==> src/fbo_cfg.svh <==
// Register offsets, field positions, reset values and timing counts of the flash bus host.
`ifndef FBO_CFG_SVH
`define FBO_CFG_SVH

`define FBO_OFS_ADDR 8'h00
`define FBO_OFS_WDATA 8'h04
`define FBO_OFS_CMD 8'h08
`define FBO_OFS_CFG 8'h0C
`define FBO_OFS_STATUS 8'h10
`define FBO_OFS_RDATA 8'h14

`define FBO_CMD_READ 0
`define FBO_CMD_WRITE 1
`define FBO_CMD_RESET 2
`define FBO_CFG_BYTE 0
`define FBO_ST_BUSY 0
`define FBO_ST_RDY 1
`define FBO_ST_DONE 2
`define FBO_ST_BYTE 3

`define FBO_CFG_RESET 1'b0

`define FBO_CLK_NS 100
`define FBO_CHIP_SELECT_ACCESS_TIME_NS 120
`define FBO_WE_PULSE_NS 100
`define FBO_RESET_PULSE_MIN_NS 500
`define FBO_RESET_RECOVERY_TIME_NS 50
`define FBO_CYC_UP(ns) (((ns) + `FBO_CLK_NS - 1) / `FBO_CLK_NS)
`define FBO_ACC_CYC `FBO_CYC_UP(`FBO_CHIP_SELECT_ACCESS_TIME_NS)
`define FBO_WE_CYC `FBO_CYC_UP(`FBO_WE_PULSE_NS)
`define FBO_RP_CYC `FBO_CYC_UP(`FBO_RESET_PULSE_MIN_NS)
`define FBO_RH_CYC `FBO_CYC_UP(`FBO_RESET_RECOVERY_TIME_NS)

`endif

==> src/fbo_host_tail_note.sv <==
// Holds no logic; the whole host lives in its own source file.
`timescale 1ns/1ps
`default_nettype none
`default_nettype wire

==> src/fbo_pkg.sv <==
// Types shared by the flash bus host.
package fbo_pkg;
    typedef enum logic [2:0] {
        FBO_IDLE = 3'b000,
        FBO_RD = 3'b001,
        FBO_WR = 3'b010,
        FBO_WREC = 3'b011,
        FBO_RST = 3'b100,
        FBO_RREC = 3'b101
    } fbo_state_t;

    typedef struct packed {
        logic ce_n;
        logic oe_n;
        logic we_n;
        logic rst_n;
        logic byte_n;
        logic [17:0] addr;
    } fbo_pins_t;
endpackage : fbo_pkg

==> src/fbo_host.sv <==
// AHB-Lite controlled host that drives an asynchronous parallel flash through its pins.
`timescale 1ns/1ps
`default_nettype none
`include "fbo_cfg.svh"

module fbo_host #(
    parameter int ACC_CYC = `FBO_ACC_CYC,
    parameter int WE_CYC = `FBO_WE_CYC,
    parameter int RP_CYC = `FBO_RP_CYC,
    parameter int RH_CYC = `FBO_RH_CYC
) (
    input wire logic sys_clk_in, // System clock, 10 MHz.
    input wire logic rstn_in, // Synchronous reset, active low.
    input wire logic hsel_in, // AHB slave select.
    input wire logic [31:0] haddr_in, // AHB address.
    input wire logic [1:0] htrans_in, // AHB transfer type.
    input wire logic hwrite_in, // AHB write flag.
    input wire logic [2:0] hsize_in, // AHB transfer size.
    input wire logic hready_in, // AHB bus ready.
    input wire logic [31:0] hwdata_in, // AHB write data.
    output logic [31:0] hrdata_out, // AHB read data.
    output logic hreadyout_out, // AHB slave ready.
    output logic hresp_out, // AHB response, always OKAY.
    output var fbo_pkg::fbo_pins_t pins_out, // Flash control and address pins.
    input wire logic [15:0] dq_in, // Flash data pins as seen on the wire.
    output logic [15:0] dq_out, // Flash data pins, driven value.
    output logic [15:0] dq_oe_n_out, // Flash data pin enables, low drives.
    input wire logic ready_busy_n_in // Flash ready_busy_n pin.
);
    import fbo_pkg::*;

    fbo_state_t st;
    fbo_state_t next_st;
    logic [15:0] tmr;
    logic [15:0] next_tmr;
    logic [18:0] addr_reg;
    logic [15:0] wdata_reg;
    logic [15:0] rdata_reg;
    logic byte_mode;
    logic done;
    logic ap_wr;
    logic [7:0] ap_addr;
    logic [15:0] dq_drv;

    function automatic logic [15:0] cyc16(input int n);
        cyc16 = 16'(n - 1);
    endfunction : cyc16

    // Bus slave: zero wait states, registered address phase.
    wire ap_take = hsel_in && hready_in && htrans_in[1];
    wire wr_addr = ap_wr && (ap_addr == `FBO_OFS_ADDR);
    wire wr_wdata = ap_wr && (ap_addr == `FBO_OFS_WDATA);
    wire wr_cmd = ap_wr && (ap_addr == `FBO_OFS_CMD);
    wire wr_cfg = ap_wr && (ap_addr == `FBO_OFS_CFG);
    wire wr_stat = ap_wr && (ap_addr == `FBO_OFS_STATUS);
    wire idle = (st == FBO_IDLE);
    wire go_rst = wr_cmd && hwdata_in[`FBO_CMD_RESET];
    wire go_rd = wr_cmd && idle && !go_rst && hwdata_in[`FBO_CMD_READ];
    wire go_wr = wr_cmd && idle && !go_rst && !go_rd && hwdata_in[`FBO_CMD_WRITE];
    wire tmr_end = (tmr == 16'h0000);
    wire rd_cap = (st == FBO_RD) && tmr_end;

    wire [31:0] status_word = {28'h0000000, byte_mode, done, ready_busy_n_in, !idle};
    wire [7:0] ra = haddr_in[7:0];
    wire [31:0] rd_word =
        (ra == `FBO_OFS_ADDR) ? {13'h0000, addr_reg} :
        (ra == `FBO_OFS_WDATA) ? {16'h0000, wdata_reg} :
        (ra == `FBO_OFS_CFG) ? {31'h00000000, byte_mode} :
        (ra == `FBO_OFS_STATUS) ? status_word :
        (ra == `FBO_OFS_RDATA) ? {16'h0000, rdata_reg} : 32'h00000000;

    assign hreadyout_out = 1'b1;
    assign hresp_out = 1'b0;

    always_ff @(posedge sys_clk_in) begin
        if (!rstn_in) begin
            ap_wr <= 1'b0;
            ap_addr <= 8'h00;
            hrdata_out <= 32'h00000000;
        end else begin
            ap_wr <= ap_take && hwrite_in;
            ap_addr <= haddr_in[7:0];
            if (ap_take && !hwrite_in) begin
                hrdata_out <= rd_word;
            end
        end
    end

    always_ff @(posedge sys_clk_in) begin
        if (!rstn_in) begin
            addr_reg <= 19'h00000;
            wdata_reg <= 16'h0000;
            byte_mode <= `FBO_CFG_RESET;
        end else begin
            // Address and width only change while idle so a cycle never sees them move.
            if (wr_addr && idle) begin
                addr_reg <= hwdata_in[18:0];
            end
            if (wr_wdata && idle) begin
                wdata_reg <= hwdata_in[15:0];
            end
            if (wr_cfg && idle) begin
                byte_mode <= hwdata_in[`FBO_CFG_BYTE];
            end
        end
    end

    // Completion flag: a finishing cycle wins over a software clear in the same cycle.
    wire op_end = rd_cap || ((st == FBO_WREC) && tmr_end) || ((st == FBO_RREC) && tmr_end);
    always_ff @(posedge sys_clk_in) begin
        if (!rstn_in) begin
            done <= 1'b0;
            rdata_reg <= 16'h0000;
        end else begin
            if (op_end) begin
                done <= 1'b1;
            end else if (wr_stat && hwdata_in[`FBO_ST_DONE]) begin
                done <= 1'b0;
            end
            if (rd_cap) begin
                rdata_reg <= byte_mode ? {8'h00, dq_in[7:0]} : dq_in;
            end
        end
    end

    // Sequencer for read, write and reset cycles.
    always_comb begin
        next_st = st;
        next_tmr = tmr_end ? 16'h0000 : tmr - 16'h0001;
        case (st)
            FBO_IDLE: begin
                if (go_rst) begin
                    next_st = FBO_RST;
                    next_tmr = cyc16(RP_CYC);
                end else if (go_rd) begin
                    next_st = FBO_RD;
                    next_tmr = cyc16(ACC_CYC);
                end else if (go_wr) begin
                    next_st = FBO_WR;
                    next_tmr = cyc16(WE_CYC);
                end
            end
            FBO_RD: begin
                if (tmr_end) begin
                    next_st = FBO_IDLE;
                end
            end
            FBO_WR: begin
                if (tmr_end) begin
                    next_st = FBO_WREC;
                    next_tmr = 16'h0000;
                end
            end
            FBO_WREC: begin
                if (tmr_end) begin
                    next_st = FBO_IDLE;
                end
            end
            FBO_RST: begin
                if (tmr_end) begin
                    next_st = FBO_RREC;
                    next_tmr = cyc16(RH_CYC);
                end
            end
            FBO_RREC: begin
                if (tmr_end) begin
                    next_st = FBO_IDLE;
                end
            end
            default: begin
                next_st = FBO_IDLE;
                next_tmr = 16'h0000;
            end
        endcase
        if (go_rst && !idle) begin
            // A reset request aborts any cycle in progress.
            next_st = FBO_RST;
            next_tmr = cyc16(RP_CYC);
        end
    end

    always_ff @(posedge sys_clk_in) begin
        if (!rstn_in) begin
            st <= FBO_IDLE;
            tmr <= 16'h0000;
        end else begin
            st <= next_st;
            tmr <= next_tmr;
        end
    end

    // Pin levels are decoded from the next state and registered, so pins never glitch.
    wire n_access = (next_st == FBO_RD) || (next_st == FBO_WR) || (next_st == FBO_WREC);
    wire n_ce_n = !n_access;
    wire n_oe_n = (next_st != FBO_RD);
    wire n_we_n = (next_st != FBO_WR);
    wire n_rst_n = (next_st != FBO_RST);
    wire n_wdrv = (next_st == FBO_WR) || (next_st == FBO_WREC);
    wire n_top_drv = byte_mode ? 1'b1 : n_wdrv;
    wire n_mid_drv = n_wdrv && !byte_mode;
    wire [15:0] n_dq = byte_mode ? {addr_reg[0], 7'h00, wdata_reg[7:0]} : wdata_reg;
    wire [15:0] n_drv = {n_top_drv, {7{n_mid_drv}}, {8{n_wdrv}}};
    wire [17:0] n_addr = byte_mode ? addr_reg[18:1] : addr_reg[17:0];

    always_ff @(posedge sys_clk_in) begin
        if (!rstn_in) begin
            pins_out <= '{ce_n: 1'b1, oe_n: 1'b1, we_n: 1'b1, rst_n: 1'b1, byte_n: 1'b1, addr: 18'h00000};
            dq_out <= 16'h0000;
            dq_drv <= 16'h0000;
        end else begin
            pins_out <= '{ce_n: n_ce_n, oe_n: n_oe_n, we_n: n_we_n, rst_n: n_rst_n,
                          byte_n: !byte_mode, addr: n_addr};
            dq_out <= n_dq;
            dq_drv <= n_drv;
        end
    end

    assign dq_oe_n_out = ~dq_drv;

    // Helper counters watched only by the checks below.
    logic [7:0] oe_lo_cnt;
    logic [7:0] rst_lo_cnt;
    logic [7:0] since_rst;
    always_ff @(posedge sys_clk_in) begin
        if (!rstn_in) begin
            oe_lo_cnt <= 8'h00;
            rst_lo_cnt <= 8'h00;
            since_rst <= 8'hFF;
        end else begin
            oe_lo_cnt <= pins_out.oe_n ? 8'h00 : (oe_lo_cnt == 8'hFF ? 8'hFF : oe_lo_cnt + 8'h01);
            rst_lo_cnt <= pins_out.rst_n ? 8'h00 : (rst_lo_cnt == 8'hFF ? 8'hFF : rst_lo_cnt + 8'h01);
            since_rst <= !pins_out.rst_n ? 8'h00 : (since_rst == 8'hFF ? 8'hFF : since_rst + 8'h01);
        end
    end

    a_read_we_high: assert property (@(posedge sys_clk_in) disable iff (!rstn_in)
        (!pins_out.ce_n && !pins_out.oe_n) |-> pins_out.we_n)
        else $error("Write enable low during a read.");

    a_write_oe_high: assert property (@(posedge sys_clk_in) disable iff (!rstn_in)
        !pins_out.we_n |-> (pins_out.oe_n && !pins_out.ce_n && dq_oe_n_out[7:0] == 8'h00))
        else $error("Write strobe without chip select or with output enable.");

    a_no_contention: assert property (@(posedge sys_clk_in) disable iff (!rstn_in)
        !pins_out.oe_n |-> (dq_oe_n_out[14:0] == 15'h7FFF))
        else $error("Host drives data pins while the flash outputs.");

    a_byte_top_pin: assert property (@(posedge sys_clk_in) disable iff (!rstn_in)
        !pins_out.byte_n |-> (!dq_oe_n_out[15] && dq_oe_n_out[14:8] == 7'h7F))
        else $error("Byte mode pin usage wrong.");

    a_access_wait: assert property (@(posedge sys_clk_in) disable iff (!rstn_in)
        rd_cap |-> (!pins_out.ce_n && !pins_out.oe_n && int'(oe_lo_cnt) + 1 >= ACC_CYC))
        else $error("Read data taken before access time.");

    a_reset_width: assert property (@(posedge sys_clk_in) disable iff (!rstn_in)
        $rose(pins_out.rst_n) |-> int'($past(rst_lo_cnt)) + 1 >= RP_CYC)
        else $error("Reset pulse shorter than minimum.");

    a_reset_quiet: assert property (@(posedge sys_clk_in) disable iff (!rstn_in)
        !pins_out.rst_n |-> (pins_out.ce_n && pins_out.oe_n && pins_out.we_n))
        else $error("Access attempted while flash reset is low.");

    a_reset_recover: assert property (@(posedge sys_clk_in) disable iff (!rstn_in)
        $fell(pins_out.ce_n) |-> int'(since_rst) >= RH_CYC)
        else $error("Access started inside reset recovery time.");

    a_done_sets: assert property (@(posedge sys_clk_in) disable iff (!rstn_in)
        rd_cap |=> done && (st == FBO_IDLE) && pins_out.ce_n && pins_out.oe_n)
        else $error("Read completion not flagged.");

    c_read: cover property (@(posedge sys_clk_in) disable iff (!rstn_in) rd_cap && pins_out.byte_n);
    c_byte_read: cover property (@(posedge sys_clk_in) disable iff (!rstn_in) rd_cap && !pins_out.byte_n);
    c_write: cover property (@(posedge sys_clk_in) disable iff (!rstn_in) $rose(pins_out.we_n));
    c_reset: cover property (@(posedge sys_clk_in) disable iff (!rstn_in) $rose(pins_out.rst_n));
endmodule : fbo_host
`default_nettype wire

==> config.mk <==
export PLATFORM = sky130hd
export DESIGN_NAME = fbo_host
export DESIGN_NICKNAME = d
export VERILOG_FILES = /design/src/fbo_host_tail_note.sv /design/src/fbo_pkg.sv /design/src/fbo_host.sv
export VERILOG_INCLUDE_DIRS = /design/src
export SDC_FILE = /design/constraint.sdc
export NUM_CORES = 1
export LEC_CHECK = 0
export BUFFER_PORTS_ARGS = -buffer_cell sky130_fd_sc_hd__buf_4
export CORE_MARGIN = 10
export CORE_UTILIZATION = 47
export CTS_CLUSTER_DIAMETER = 60
export DETAILED_ROUTE_END_ITERATION = 12
export HOLD_SLACK_MARGIN = 0.02
export PLACE_DENSITY_LB_ADDON = 0.2
export SETUP_SLACK_MARGIN = 0.4
export SLEW_MARGIN = 20
export SYNTH_ARGS = -nofsm -noshare
export SYNTH_HDL_FRONTEND = slang
export SYNTH_SLANG_ARGS = --single-unit
export TNS_END_PERCENT = 100
==> constraint.sdc <==
create_clock -name sys_clk_in -period 3.65 [get_ports sys_clk_in]
set_input_delay 0.365 -clock sys_clk_in [delete_from_list [all_inputs] [get_ports sys_clk_in]]
set_output_delay 0.365 -clock sys_clk_in [all_outputs]
set_load 0.01 [all_outputs]
==> results.cfg <==
[outcome]
status = finished clean

[critical_path]
worstSetupPathType = reg -> reg
crit_path_max_fanout = 19
regToRegSetupSlack_ps = 1220
cp_data_arrival_time_ps = 2760
worstRegToRegCells = 5
start_kind = register
reg2reg_to = addr_reg[7]
endpoint_kind = register
rr_startpoint = ap_addr[5]
crit_required_ps = 3990

[clocking]
cts_made_buffers = 17
htree_levels = 4
clkSinkCount = 142
cts_setup_buffers = 0
cts_root_buf = clkbuf_16
path_clk_slew_ps = 60
clockBufferDepth = 2
cts_tree = yes
cts_resized = 0
clk_latency_ps = 410
cts_hold_buf = 0

[timing]
whs_ps = 177
relSlewSlack = 0.315
finalMaxSlewViolations = 0
tightest_slew_ps = 1020
fin_skew_ps = 8.82
post-route-min-period_ps = 2430
finalHoldViolCount = 0
setup_viol = 0
fin_setup_tns_ps = 0
timing.fmax_ghz = 0.412
min_period_over_period = 0.664
timing.final.ws_setup_ps = 1220
rsz0062_at_grt = false

[place]
place.gp.congestion = 0.791
post-place-cells = 834
hpwl_um = 10500
placement.io_buffers = 123
post-place-ws_ps = 1260

[synthesis]
yosysWarnings = 0
synth_edf_count = 0
synth.largest_area_cell = dfxtp_1
yosysSeqAreaShare = 0.498
synth_top_cell_area_share = 0.498
synth_area_per_cell_sq_um = 9.42
synth_fa_ha_area_frac = 0.00438
synth_top_family_by_area = simple AND/OR/NAND/NOR gates
synth-xor-area-share = 0.0199
synth_area_leaders = dfxtp_1, nand2_1, mux2i_1, buf_4, nor2b_1
ys.flop_type = dfxtp_1
synth_compound_area_frac = 0.140
synthMuxAreaShare = 0.0561
synth-simple-area-share = 0.212
postSynth.asyncResetShare = 0
ys_types = 53
ys_ff_latch = 142
synth_area_sq_mm = 0.00571
syn_inst = 606

[detailed_routing]
ant_nets = 0
num_vias = 4613
drt_pass1_iterations = 6
drtIter0Drc = 399
wl_um = 15100
wire_per_inst_um = 17.5
drc = 0
vias_per_cell = 5.33

[floorplanning]
fp.dieH_um = 130
rows = 40
ios = 180
start_util = 0.477
dieArea_sq_mm = 0.0170
dieWidth_um = 130
core_area_sq_mm = 0.0120

[global_route]
grt_start_max_net_pins = 64
grt_pass1_vias = 4793
antenna_found_initial = 0
grtUsageTotal = 0.181
grt.overflow.total = 0
grt_pass1_wl_um = 24200

[worst_hold_path]
worstHoldEndpoint = ap_addr[7]
hp-class = in -> reg
hold_path_startpoint = haddr_in[7]
hold_path_depth = 2

[power_and_ir_drop]
pwr-share-clk = 0.419
switching_share = 0.265
p_leak_nw = 2.89
ir_worst_vdd_mv = 0.281
p_per_area_mw_per_mm2 = 595
switchingPower_w = 0.00113
combPwrFrac = 0.162
p_int_w = 0.00314
seq_power_share = 0.419

[layout]
final_common_cell = dfxtp_1
fin_cells = 866
final_nets = 799
area_growth_pct = 25.8
largest_register_ffs = 23
antenna_cells = 0
drive_gt1_frac = 0.245
layout_common_cells = dfxtp_1, buf_4, nand2_1, mux2i_1

[flow_run]
drv_cap = 0
metal layers:
metal,global-route usage,vias up,part of all wire
li1,-,2241,-
met4,0.0694,0,0.019
met3,0.0649,27,0.089
met2,0.289,181,0.46
met1,0.217,2164,0.43
met5,0,-,0
per-stage QoR:
stage          power (W)  utilization  cell area [sq um]
2_1_floorplan    0.00233            -               5760
3_3_place_gp     0.00247        0.549               6560
3_5_place_dp     0.00250        0.549               6560
4_1_cts          0.00429        0.601               7180
5_1_grt          0.00446        0.601               7180
6_report         0.00427        0.601               7180
synthesized netlist by cell type, drive strengths merged (3+ instances only):
cell type	n
dfxtp	142
nand2	93
a21boi	40
buf	37
mux2i	32
nor2	32
nor2b	29
and2	25
clkbuf	25
o21ai	23
a21oi	13
a222oi	12
nand3	11
inv	9
a2bb2oi	8
nor3	8
nor4	8
xor2	7
xnor2	6
a221oi	4
nand4	4
or3	4
nand2b	3
or2	3
or4	3
or4b	3
power groups by stage:
stage / sequential [W] / clock (W) / combinational, W
6_report: 0.00179 / 0.00179 / 0.000692
5_1_grt: 0.00180 / 0.00188 / 0.000777
4_1_cts: 0.00178 / 0.00181 / 0.000693
3_5_place_dp: 0.00182 / 0 / 0.000689
3_3_place_gp: 0.00181 / 0 / 0.000662
2_1_floorplan: 0.00180 / 0 / 0.000529
how the worst max path moves through the flow:
stage                     cells after the start  slack [ps]    startpoint            to
after global routing                          5        1020    ap_addr[5]   addr_reg[0]
after global placement                        5        1290    ap_addr[5]  addr_reg[18]
after floorplan                               5        1680  hwdata_in[2]  pins_out[21]
after CTS                                     5        1210    ap_addr[5]   addr_reg[7]
final                                         5        1220    ap_addr[5]   addr_reg[7]
after detailed placement                      5        1260    ap_addr[5]  addr_reg[18]
final cells by class:
| cell class | count | area [sq um] |
|---|---|---|
| fill | 1044 | 4780 |
| sequential | 142 | 2840 |
| multi-input combinational | 406 | 2530 |
| timing repair buffer | 130 | 976 |
| clock buffer | 23 | 488 |
| tap | 147 | 184 |
| clock inverter | 9 | 133 |
| inverter | 9 | 33.8 |
worst max-delay path, stage by stage, from the launching register on:
cell	delay [ps]
dfxtp_1	300
or4b_4	590
nor4_4	310
and3b_1	820
nand2_1	140
a21boi_0	190
logic make-up (layout without fill, tap and decap cells):
group | count (synthesis) | in the layout
AO/OA/AOI/OAI | 111 | 111
adder cells (fa/ha/maj) | 2 | 2
XOR/XNOR | 13 | 13
flip-flops | 142 | 142
other | 2 | 15
buffers and inverters | 71 | 171
AND/OR/NAND/NOR | 233 | 233
multiplexers | 32 | 32
No activity file was read; power rests on OpenSTA's default activity.
